## src/design/qpf_pkg.sv

```systemverilog
`default_nettype none
package qpf_pkg;
  localparam int unsigned NUM_PORTS = 4;
  // Time base: one tick per 0.8 ms at 20 MHz
  localparam real CLK_MHZ = 20.0;
  localparam real TICK_US = 800.0;
  localparam int unsigned TICK_CYC = int'(TICK_US * CLK_MHZ);
  // Delays as printed, then in ticks
  localparam real RELAY_ON_MS = 25.6;
  localparam real RELAY_OFF_MS = 3.2;
  localparam real OPEN_DLY_MS = 25.6;
  localparam real OPEN_ARM_MS = 900.0;
  localparam real WIN_STEP_MS = 6.4;
  localparam logic [15:0] RELAY_ON_TK = 16'(int'(RELAY_ON_MS * 1000.0 / TICK_US));
  localparam logic [15:0] RELAY_OFF_TK = 16'(int'(RELAY_OFF_MS * 1000.0 / TICK_US));
  localparam logic [15:0] OPEN_DLY_TK = 16'(int'(OPEN_DLY_MS * 1000.0 / TICK_US));
  localparam logic [15:0] OPEN_ARM_TK = 16'(int'(OPEN_ARM_MS * 1000.0 / TICK_US));
  localparam logic [15:0] WIN_STEP_TK = 16'(int'(WIN_STEP_MS * 1000.0 / TICK_US));
  // Window setting 1..20 gives 6.4 ms .. 128 ms
  localparam logic [4:0] WIN_SET_MIN = 5'h01;
  localparam logic [4:0] WIN_SET_MAX = 5'h14;
  // Retry off-time in windows
  localparam logic [6:0] RETRY_LOW = 7'h63;
  localparam logic [6:0] RETRY_HIGH = 7'h31;
  localparam logic [6:0] RETRY_OPEN = 7'h18;
  // Three-level duty selector
  typedef enum logic [1:0] {DUTY_LOW = 2'h0, DUTY_HIGH = 2'h1, DUTY_OPEN = 2'h2} qpf_duty_e;
  // Per-port sensed conditions from the analog side
  typedef struct packed {
    logic in_limit;
    logic vds_low;
    logic cur_low;
  } qpf_sense_s;
  typedef enum logic [4:0] {
    ST_OFF = 5'h01,
    ST_WAIT = 5'h02,
    ST_ON = 5'h04,
    ST_LATCH = 5'h08,
    ST_RETRY = 5'h10
  } qpf_state_e;
endpackage
`default_nettype wire

```

## src/design/qpf_ctrl.sv

```systemverilog
`default_nettype none
module qpf_ctrl #(
  parameter int unsigned TICK_CYCLES = qpf_pkg::TICK_CYC
) (
  input wire logic CLK_I,
  input wire logic SYS_RST_I,
  input wire logic SUPPLY_LOCKOUT_I,
  input wire logic [3:0] SWITCH_REQ_I,
  input wire logic [3:0] RELAY_REQUEST_I,
  input wire logic STATUS_VIEW_SELECT_I,
  input wire logic OPEN_DETECT_ENABLE_I,
  input wire logic AUTO_RETRY_ENABLE_I,
  input wire qpf_pkg::qpf_duty_e RETRY_DUTY_SELECT_I,
  input wire logic [4:0] TIMEBASE_SET_PIN_I,
  input wire qpf_pkg::qpf_sense_s [3:0] SENSE_I,
  output logic [3:0] SWITCH_EN_O,
  output logic [3:0] RELAY_DRIVER_OUT_O,
  output logic [3:0] STATUS_O,
  output logic FAULT_N_O
);
  import qpf_pkg::*;

  // Two-stage synchronisers for every pin input except SYS_RST_I
  localparam int unsigned SW = 4 + 4 + 1 + 1 + 1 + 2 + 5 + 12 + 1;
  logic [SW-1:0] pin_raw;
  logic [SW-1:0] sync1_q;
  logic [SW-1:0] sync2_q;
  assign pin_raw = {SWITCH_REQ_I, RELAY_REQUEST_I, STATUS_VIEW_SELECT_I, OPEN_DETECT_ENABLE_I,
                    AUTO_RETRY_ENABLE_I, RETRY_DUTY_SELECT_I, TIMEBASE_SET_PIN_I, SENSE_I, SUPPLY_LOCKOUT_I};
  always_ff @(posedge CLK_I) begin
    if (SYS_RST_I) begin
      sync1_q <= '0;
      sync2_q <= {{(SW-1){1'b0}}, 1'b1};
    end else begin
      sync1_q <= pin_raw;
      sync2_q <= sync1_q;
    end
  end

  logic [3:0] sw_req;
  logic [3:0] rly_req;
  logic view_sel;
  logic open_en;
  logic retry_en;
  logic [1:0] duty;
  logic [4:0] win_set;
  qpf_sense_s [3:0] sense;
  logic lockout;
  assign {sw_req, rly_req, view_sel, open_en, retry_en, duty, win_set, sense, lockout} = sync2_q;

  // Shared time-base tick; one tick per 0.8 ms
  logic [15:0] tick_cnt_q;
  logic tick;
  assign tick = (tick_cnt_q == 16'(TICK_CYCLES - 1));
  always_ff @(posedge CLK_I) begin
    if (SYS_RST_I || tick) begin
      tick_cnt_q <= '0;
    end else begin
      tick_cnt_q <= tick_cnt_q + 16'h0001;
    end
  end

  // Window in ticks, clamped to the legal range
  logic [4:0] win_clamp;
  logic [15:0] win_tk;
  logic [6:0] retry_n;
  always_comb begin
    win_clamp = win_set;
    if (win_set < WIN_SET_MIN) win_clamp = WIN_SET_MIN;
    if (win_set > WIN_SET_MAX) win_clamp = WIN_SET_MAX;
    win_tk = 16'(win_clamp * WIN_STEP_TK);
    unique case (duty)
      DUTY_LOW: retry_n = RETRY_LOW;
      DUTY_HIGH: retry_n = RETRY_HIGH;
      default: retry_n = RETRY_OPEN;
    endcase
  end

  logic [3:0] latched;
  logic [3:0] open_flag;
  logic [3:0] pgood;

  genvar p;
  for (p = 0; p < NUM_PORTS; p++) begin : g_port
    qpf_state_e st_q;
    logic [15:0] cnt_q;    // ticks in the current window
    logic [6:0] win_n_q;   // windows elapsed in retry off-time
    logic [15:0] rly_cnt_q;
    logic rly_q;
    logic rly_ready_q;
    logic rly_req_d1_q;
    logic open_q;
    logic [15:0] arm_q;
    logic [15:0] low_q;
    logic [15:0] lim_q;
    logic pg;

    // Relay: on at once, switch held 25.6 ms; off 3.2 ms after the switch
    always_ff @(posedge CLK_I) begin
      if (SYS_RST_I || lockout) begin
        rly_q <= 1'b0;
        rly_ready_q <= 1'b0;
        rly_cnt_q <= '0;
        rly_req_d1_q <= 1'b0;
      end else begin
        rly_req_d1_q <= rly_req[p];
        if (rly_req[p] && !rly_req_d1_q) begin
          rly_q <= 1'b1;
          rly_ready_q <= 1'b0;
          rly_cnt_q <= '0;
        end else if (!rly_req[p] && rly_req_d1_q) begin
          rly_ready_q <= 1'b0;
          rly_cnt_q <= '0;
        end else if (tick && rly_q) begin
          if (rly_req[p] && !rly_ready_q) begin
            rly_cnt_q <= rly_cnt_q + 16'h0001;
            if (rly_cnt_q + 16'h0001 >= RELAY_ON_TK) rly_ready_q <= 1'b1;
          end else if (!rly_req[p]) begin
            rly_cnt_q <= rly_cnt_q + 16'h0001;
            if (rly_cnt_q + 16'h0001 >= RELAY_OFF_TK) rly_q <= 1'b0;
          end
        end
      end
    end

    // Power-good: drop small, not limiting, not open
    assign pg = (st_q == ST_ON) && sense[p].vds_low && !sense[p].in_limit && !open_q;

    // Port state machine
    always_ff @(posedge CLK_I) begin
      if (SYS_RST_I || lockout) begin
        st_q <= ST_OFF;
        cnt_q <= '0;
        win_n_q <= '0;
        open_q <= 1'b0;
        arm_q <= '0;
        low_q <= '0;
        lim_q <= '0;
      end else begin
        unique case (st_q)
          ST_OFF: begin
            // Off-time guard even on the first request after a clear
            if (sw_req[p]) begin
              st_q <= ST_WAIT;
              cnt_q <= '0;
              win_n_q <= '0;
            end
          end
          ST_LATCH: begin
            if (!sw_req[p]) begin
              st_q <= ST_RETRY;
              open_q <= 1'b0;
              cnt_q <= '0;
              win_n_q <= '0;
            end
          end
          ST_WAIT, ST_RETRY: begin
            if (tick) begin
              if (cnt_q + 16'h0001 >= win_tk) begin
                cnt_q <= '0;
                if (win_n_q != retry_n) win_n_q <= win_n_q + 7'h01;
              end else begin
                cnt_q <= cnt_q + 16'h0001;
              end
            end
            // Retry waits for its own timer; a cleared latch also needs the request
            if (win_n_q >= retry_n && (st_q == ST_WAIT || sw_req[p]) && rly_ready_q && rly_req[p]) begin
              st_q <= ST_ON;
              arm_q <= '0;
              low_q <= '0;
              lim_q <= '0;
            end else if (st_q == ST_WAIT && !sw_req[p]) begin
              st_q <= ST_OFF;
            end
          end
          ST_ON: begin
            if (!sw_req[p] || !rly_req[p] || !rly_ready_q) begin
              st_q <= ST_OFF;
            end else if (tick) begin
              lim_q <= sense[p].in_limit ? lim_q + 16'h0001 : '0;
              if (sense[p].in_limit && lim_q + 16'h0001 >= win_tk) begin
                // Overcurrent: retry or hold latched
                st_q <= retry_en ? ST_RETRY : ST_LATCH;
                cnt_q <= '0;
                win_n_q <= '0;
              end
              if (pg && arm_q != OPEN_ARM_TK) arm_q <= arm_q + 16'h0001;
              if (open_en && arm_q == OPEN_ARM_TK && sense[p].cur_low) begin
                low_q <= low_q + 16'h0001;
                if (low_q + 16'h0001 >= OPEN_DLY_TK) begin
                  st_q <= ST_LATCH;
                  open_q <= 1'b1;
                end
              end else begin
                low_q <= '0;
              end
            end
          end
          default: st_q <= ST_OFF;
        endcase
      end
    end

    assign SWITCH_EN_O[p] = (st_q == ST_ON) && rly_q && !lockout;
    assign RELAY_DRIVER_OUT_O[p] = rly_q;
    assign latched[p] = (st_q == ST_LATCH);
    assign open_flag[p] = open_q && open_en;
    assign pgood[p] = pg;
  end

  // Status mux and shared fault, registered
  always_ff @(posedge CLK_I) begin
    if (SYS_RST_I) begin
      STATUS_O <= 4'h0;
      FAULT_N_O <= 1'b0;
    end else begin
      STATUS_O <= view_sel ? pgood : open_flag;
      FAULT_N_O <= !(lockout || (|latched));
    end
  end

  a_lockout_off: assert property (@(posedge CLK_I) disable iff (SYS_RST_I)
    lockout |=> (SWITCH_EN_O == 4'h0) && (RELAY_DRIVER_OUT_O == 4'h0))
    else $error("Outputs not off under lockout");
  a_fault_latch: assert property (@(posedge CLK_I) disable iff (SYS_RST_I)
    (|latched) |=> !FAULT_N_O)
    else $error("Fault not asserted for latched port");
  a_status_pg: assert property (@(posedge CLK_I) disable iff (SYS_RST_I)
    view_sel |=> STATUS_O == $past(pgood))
    else $error("Status does not show power-good");
  a_status_open: assert property (@(posedge CLK_I) disable iff (SYS_RST_I)
    !view_sel |=> STATUS_O == $past(open_flag))
    else $error("Status does not show open flag");
  a_open_dis: assert property (@(posedge CLK_I) disable iff (SYS_RST_I)
    (!open_en && !view_sel) |=> STATUS_O == 4'h0)
    else $error("Open view high with detection off");
  a_sw_needs_relay: assert property (@(posedge CLK_I) disable iff (SYS_RST_I)
    SWITCH_EN_O[0] |-> RELAY_DRIVER_OUT_O[0])
    else $error("Switch on without relay");
  a_relay_rise: assert property (@(posedge CLK_I) disable iff (SYS_RST_I || lockout)
    $rose(rly_req[0]) |=> RELAY_DRIVER_OUT_O[0] && !SWITCH_EN_O[0])
    else $error("Relay not energised at once");
  a_relay_fall: assert property (@(posedge CLK_I) disable iff (SYS_RST_I)
    $fell(rly_req[0]) |=> ##1 !SWITCH_EN_O[0])
    else $error("Switch not dropped on relay fall");
  a_pg_limit: assert property (@(posedge CLK_I) disable iff (SYS_RST_I)
    sense[0].in_limit |-> !pgood[0])
    else $error("Power-good during current limit");
endmodule
`default_nettype wire

```

## config.mk

```make
export PLATFORM = sky130hd
export DESIGN_NAME = qpf_ctrl
export DESIGN_NICKNAME = d
export VERILOG_FILES = /design/src/design/qpf_pkg.sv /design/src/design/qpf_ctrl.sv
export SDC_FILE = /design/constraint.sdc
export NUM_CORES = 1
export LEC_CHECK = 0
export BUFFER_PORTS_ARGS = -buffer_cell sky130_fd_sc_hd__buf_2
export CAP_MARGIN = 15
export CORE_UTILIZATION = 45
export CTS_BUF_LIST = sky130_fd_sc_hd__clkbuf_4
export DETAILED_ROUTE_END_ITERATION = 12
export GPL_TIMING_DRIVEN = 1
export SYNTH_ARGS = -nofsm -noshare
export SYNTH_HDL_FRONTEND = slang
export SYNTH_SLANG_ARGS = --single-unit
```

## constraint.sdc

```tcl
create_clock -name CLK_I -period 8.35 [get_ports CLK_I]
set_input_delay 1.67 -clock CLK_I [delete_from_list [all_inputs] [get_ports CLK_I]]
set_output_delay 1.67 -clock CLK_I [all_outputs]
set_load 0.05 [all_outputs]
```

==> results.py <==
metrics = {
    "outcome": {
        "status": "finished, final reports clean",
    },
    "drt": {
        "via_per_inst": 5.65,
        "remaining_drc_errors": 0,
        "vias": 22700,
        "drt_iter0_drc": 1380,
        "ant_nets": 0,
        "firstDrtPassIters": 5,
        "wl_per_cell_um": 15.7,
        "wl_um": 63200,
    },
    "sta": {
        "tightest_slew_ns": 1.13,
        "tns_ns": 0,
        "min_period_ns": 4.68,
        "slew_violations": 0,
        "max_freq_mhz": 213,
        "setup_viol": 0,
        "rsz0062_at_grt": "no",
        "relSlewSlack_pct": 23.7,
        "min_period_over_period_pct": 56.1,
        "hold_violations": 0,
        "clock_skew_ns": 0.0647,
    },
    "placed_design": {
        "placedCellCount": 3794,
        "routabilityCongestion": 0.871,
        "hpwlAfterDp_um": 43100,
        "placed_cell_area_um2": 25900,
        "io_buffers": 45,
    },
    "clock_network": {
        "clk_latency_ns": 0.99,
        "cts_tree": "yes",
        "cts_setup_buffers": 0,
        "hold_buffers": 0,
        "clkSinkCount": 467,
        "root_buffer": "clkbuf_4",
        "cts-resized-gates": 0,
        "clock_path_buffers": 3,
        "clkTransAtPathRegs_ns": 0.06,
        "cts.htree.levels": 4,
        "cts_buffers": 131,
    },
    "critical_path": {
        "slowest_stage": "or3_1",
        "crit_fanout": 7,
        "r2r_start": "sync2_q[17]",
        "path_cells": "or3b_1 -> or3_1 -> nor3b_1 -> buf_2",
        "crit_arrival_ns": 3.01,
        "path_delay_family": "simple AND/OR/NAND/NOR gates",
        "required_ns": 6.68,
        "crit_type": "flip-flop to output pin",
        "endpoint_kind": "output pin",
        "crit_start": "g_port[2].st_q[3]",
        "cp-start-kind": "flip-flop",
        "max_stage_delay_ns": 0.53,
        "path_buf_inv": 1,
    },
    "final_layout": {
        "multi_input_area_um2": 15000,
        "fin_util_pct": 50.2,
        "nets": 3315,
        "stdcell_area_um2": 27600,
        "final_cell_count_no_fill": 4018,
        "area_growth_pct": 9.96,
        "layout-drive-gt1-share_pct": 9.56,
        "fill_cells": 5441,
        "regArea_um2": 9350,
    },
    "hold_path": {
        "min-delay-start": "sync1_q[0]",
        "hp-class": "flip-flop to flip-flop",
    },
    "global_routing": {
        "antenna_found_initial": 3,
        "overflow": 0,
        "grt_pass1_wl_um": 105000,
        "first_global_vias": 21253,
        "grt_max_degree": 83,
        "grt_use_total_pct": 22.4,
    },
    "floorplanning": {
        "die_y_um": 238,
        "start_util_pct": 45.6,
        "die-area_um2": 56800,
        "io-pin-count": 46,
        "fp.dieW_um": 238,
        "num_rows": 86,
        "coreArea_um2": 55100,
    },
    "synthesis": {
        "ys.flop_type": "dfxtp_1",
        "synth_edf_count": 0,
        "synth.yosys.warnings": 0,
        "avgSynthCellArea_um2": 8.08,
        "syn-num-nets": 3243,
        "seq_area_frac_synth_pct": 37.2,
        "ys_types": 90,
        "async_flop_share_pct": 0,
        "synth_cells": 3110,
        "syn_area_um2": 25100,
        "synth-seq-cells": 467,
    },
    "power": {
        "irDropWorstVdd_v": 0.000115,
        "clkPwrFrac_pct": 47.4,
        "pwr-share-comb_pct": 3.1,
        "switching_share_pct": 23.9,
        "seqPwrFrac_pct": 49.5,
        "p_per_area_nw_per_um2": 165,
        "p_int_mw": 3.48,
        "total_power_mw": 4.57,
        "p_switching_mw": 1.09,
        "power_leakage_nw": 9.66,
    },
    "flow_run": {
        "cap_violations": 0,
    },
}
-- logic make-up after synthesis --
family / after synthesis / share of synthesized area, %
flops: 467 / 37.2
mux: 29 / 1.17
fa+ha+maj: 103 / 5.10
simple gates: 1490 / 30.5
buf+inv: 206 / 3.20
compound gates: 566 / 14.1
xor+xnor: 249 / 8.68
-- cell usage in the layout (no fill, tap or decap), types with 79 or more instances in the layout --
cell type / count
xnor2_1: 130
ha_1: 100
nor2_1: 389
a21oi_1: 154
inv_1: 80
dfxtp_1: 467
and3_1: 94
nor3_1: 104
nor2b_1: 88
nand2_1: 241
nand4_1: 79
xor2_1: 119
o21ai_0: 165
clkbuf_4: 176
nand3_1: 169
-- state kept, by name, summed over array words and instances, names as in the netlist --
register	count
g_port.rly_q	4
g_port.rly_cnt_q	64
sync2_q	31
STATUS_O	4
g_port.open_q	4
g_port.rly_req_d1_q	4
g_port.low_q	64
g_port.rly_ready_q	4
sync1_q	31
g_port.st_q	20
g_port.win_n_q	28
g_port.lim_q	64
tick_cnt_q	16
g_port.cnt_q	64
FAULT_N_O	1
g_port.arm_q	64
-- per-stage QoR --
stage	hold WS, ns	worst slack (ns)
floorplan	0.389	4.36
global placement	0.397	3.90
detailed placement	0.396	3.81
CTS	0.406	3.66
global route	0.437	3.54
finish	0.406	3.67
-- power groups by stage --
stage | clock network, mW | logic, mW | registers (mW)
3_3_place_gp | 0 | 0.135 | 2.31
5_1_grt | 2.36 | 0.156 | 2.26
4_1_cts | 2.24 | 0.139 | 2.26
2_1_floorplan | 0 | 0.0970 | 2.30
3_5_place_dp | 0 | 0.139 | 2.31
6_report | 2.17 | 0.141 | 2.26
-- final timing paths --
check,slack [ns],depth (start not counted),to
hold / removal,0.41,1,sync2_q[0]
setup reg to reg,3.99,12,g_port[2].cnt_q[7]
hold reg to reg,0.41,1,sync2_q[0]
setup / recovery,3.67,4,SWITCH_EN_O[2]
-- cell usage after synthesis (94+ instances only) --
cell      count  share of area, %
o21ai_0     166               3.3
xor2_1      119               4.1
nor3_1      104               2.1
and3_1       94               2.3
nor2_1      390               5.8
dfxtp_1     467                37
nand3_1     169               3.4
xnor2_1     130               4.5
ha_1        100               5.0
a21oi_1     154               3.1
nand2_1     241               3.6
clkbuf_1    105               1.6
-- routing by layer --
metal | up-vias | share of wire (%) | track usage (%)
li1 | 11331 | - | -
met1 | 10626 | 47 | 29.9
met2 | 610 | 44 | 34.7
met3 | 133 | 6.2 | 5.26
met4 | 0 | 2.8 | 8.70
met5 | - | 0 | 0
-- area by class of cell --
class / count / area share, %
multi-input combinational: 2437 / 54.2
timing repair buffer: 65 / 1.36
inverter: 80 / 1.09
sequential: 467 / 33.8
antenna: 7 / 0.0634
tap: 748 / 3.39
clock inverter: 38 / 1.26
clock buffer: 176 / 4.78
(Power assumes the default switching activity.)
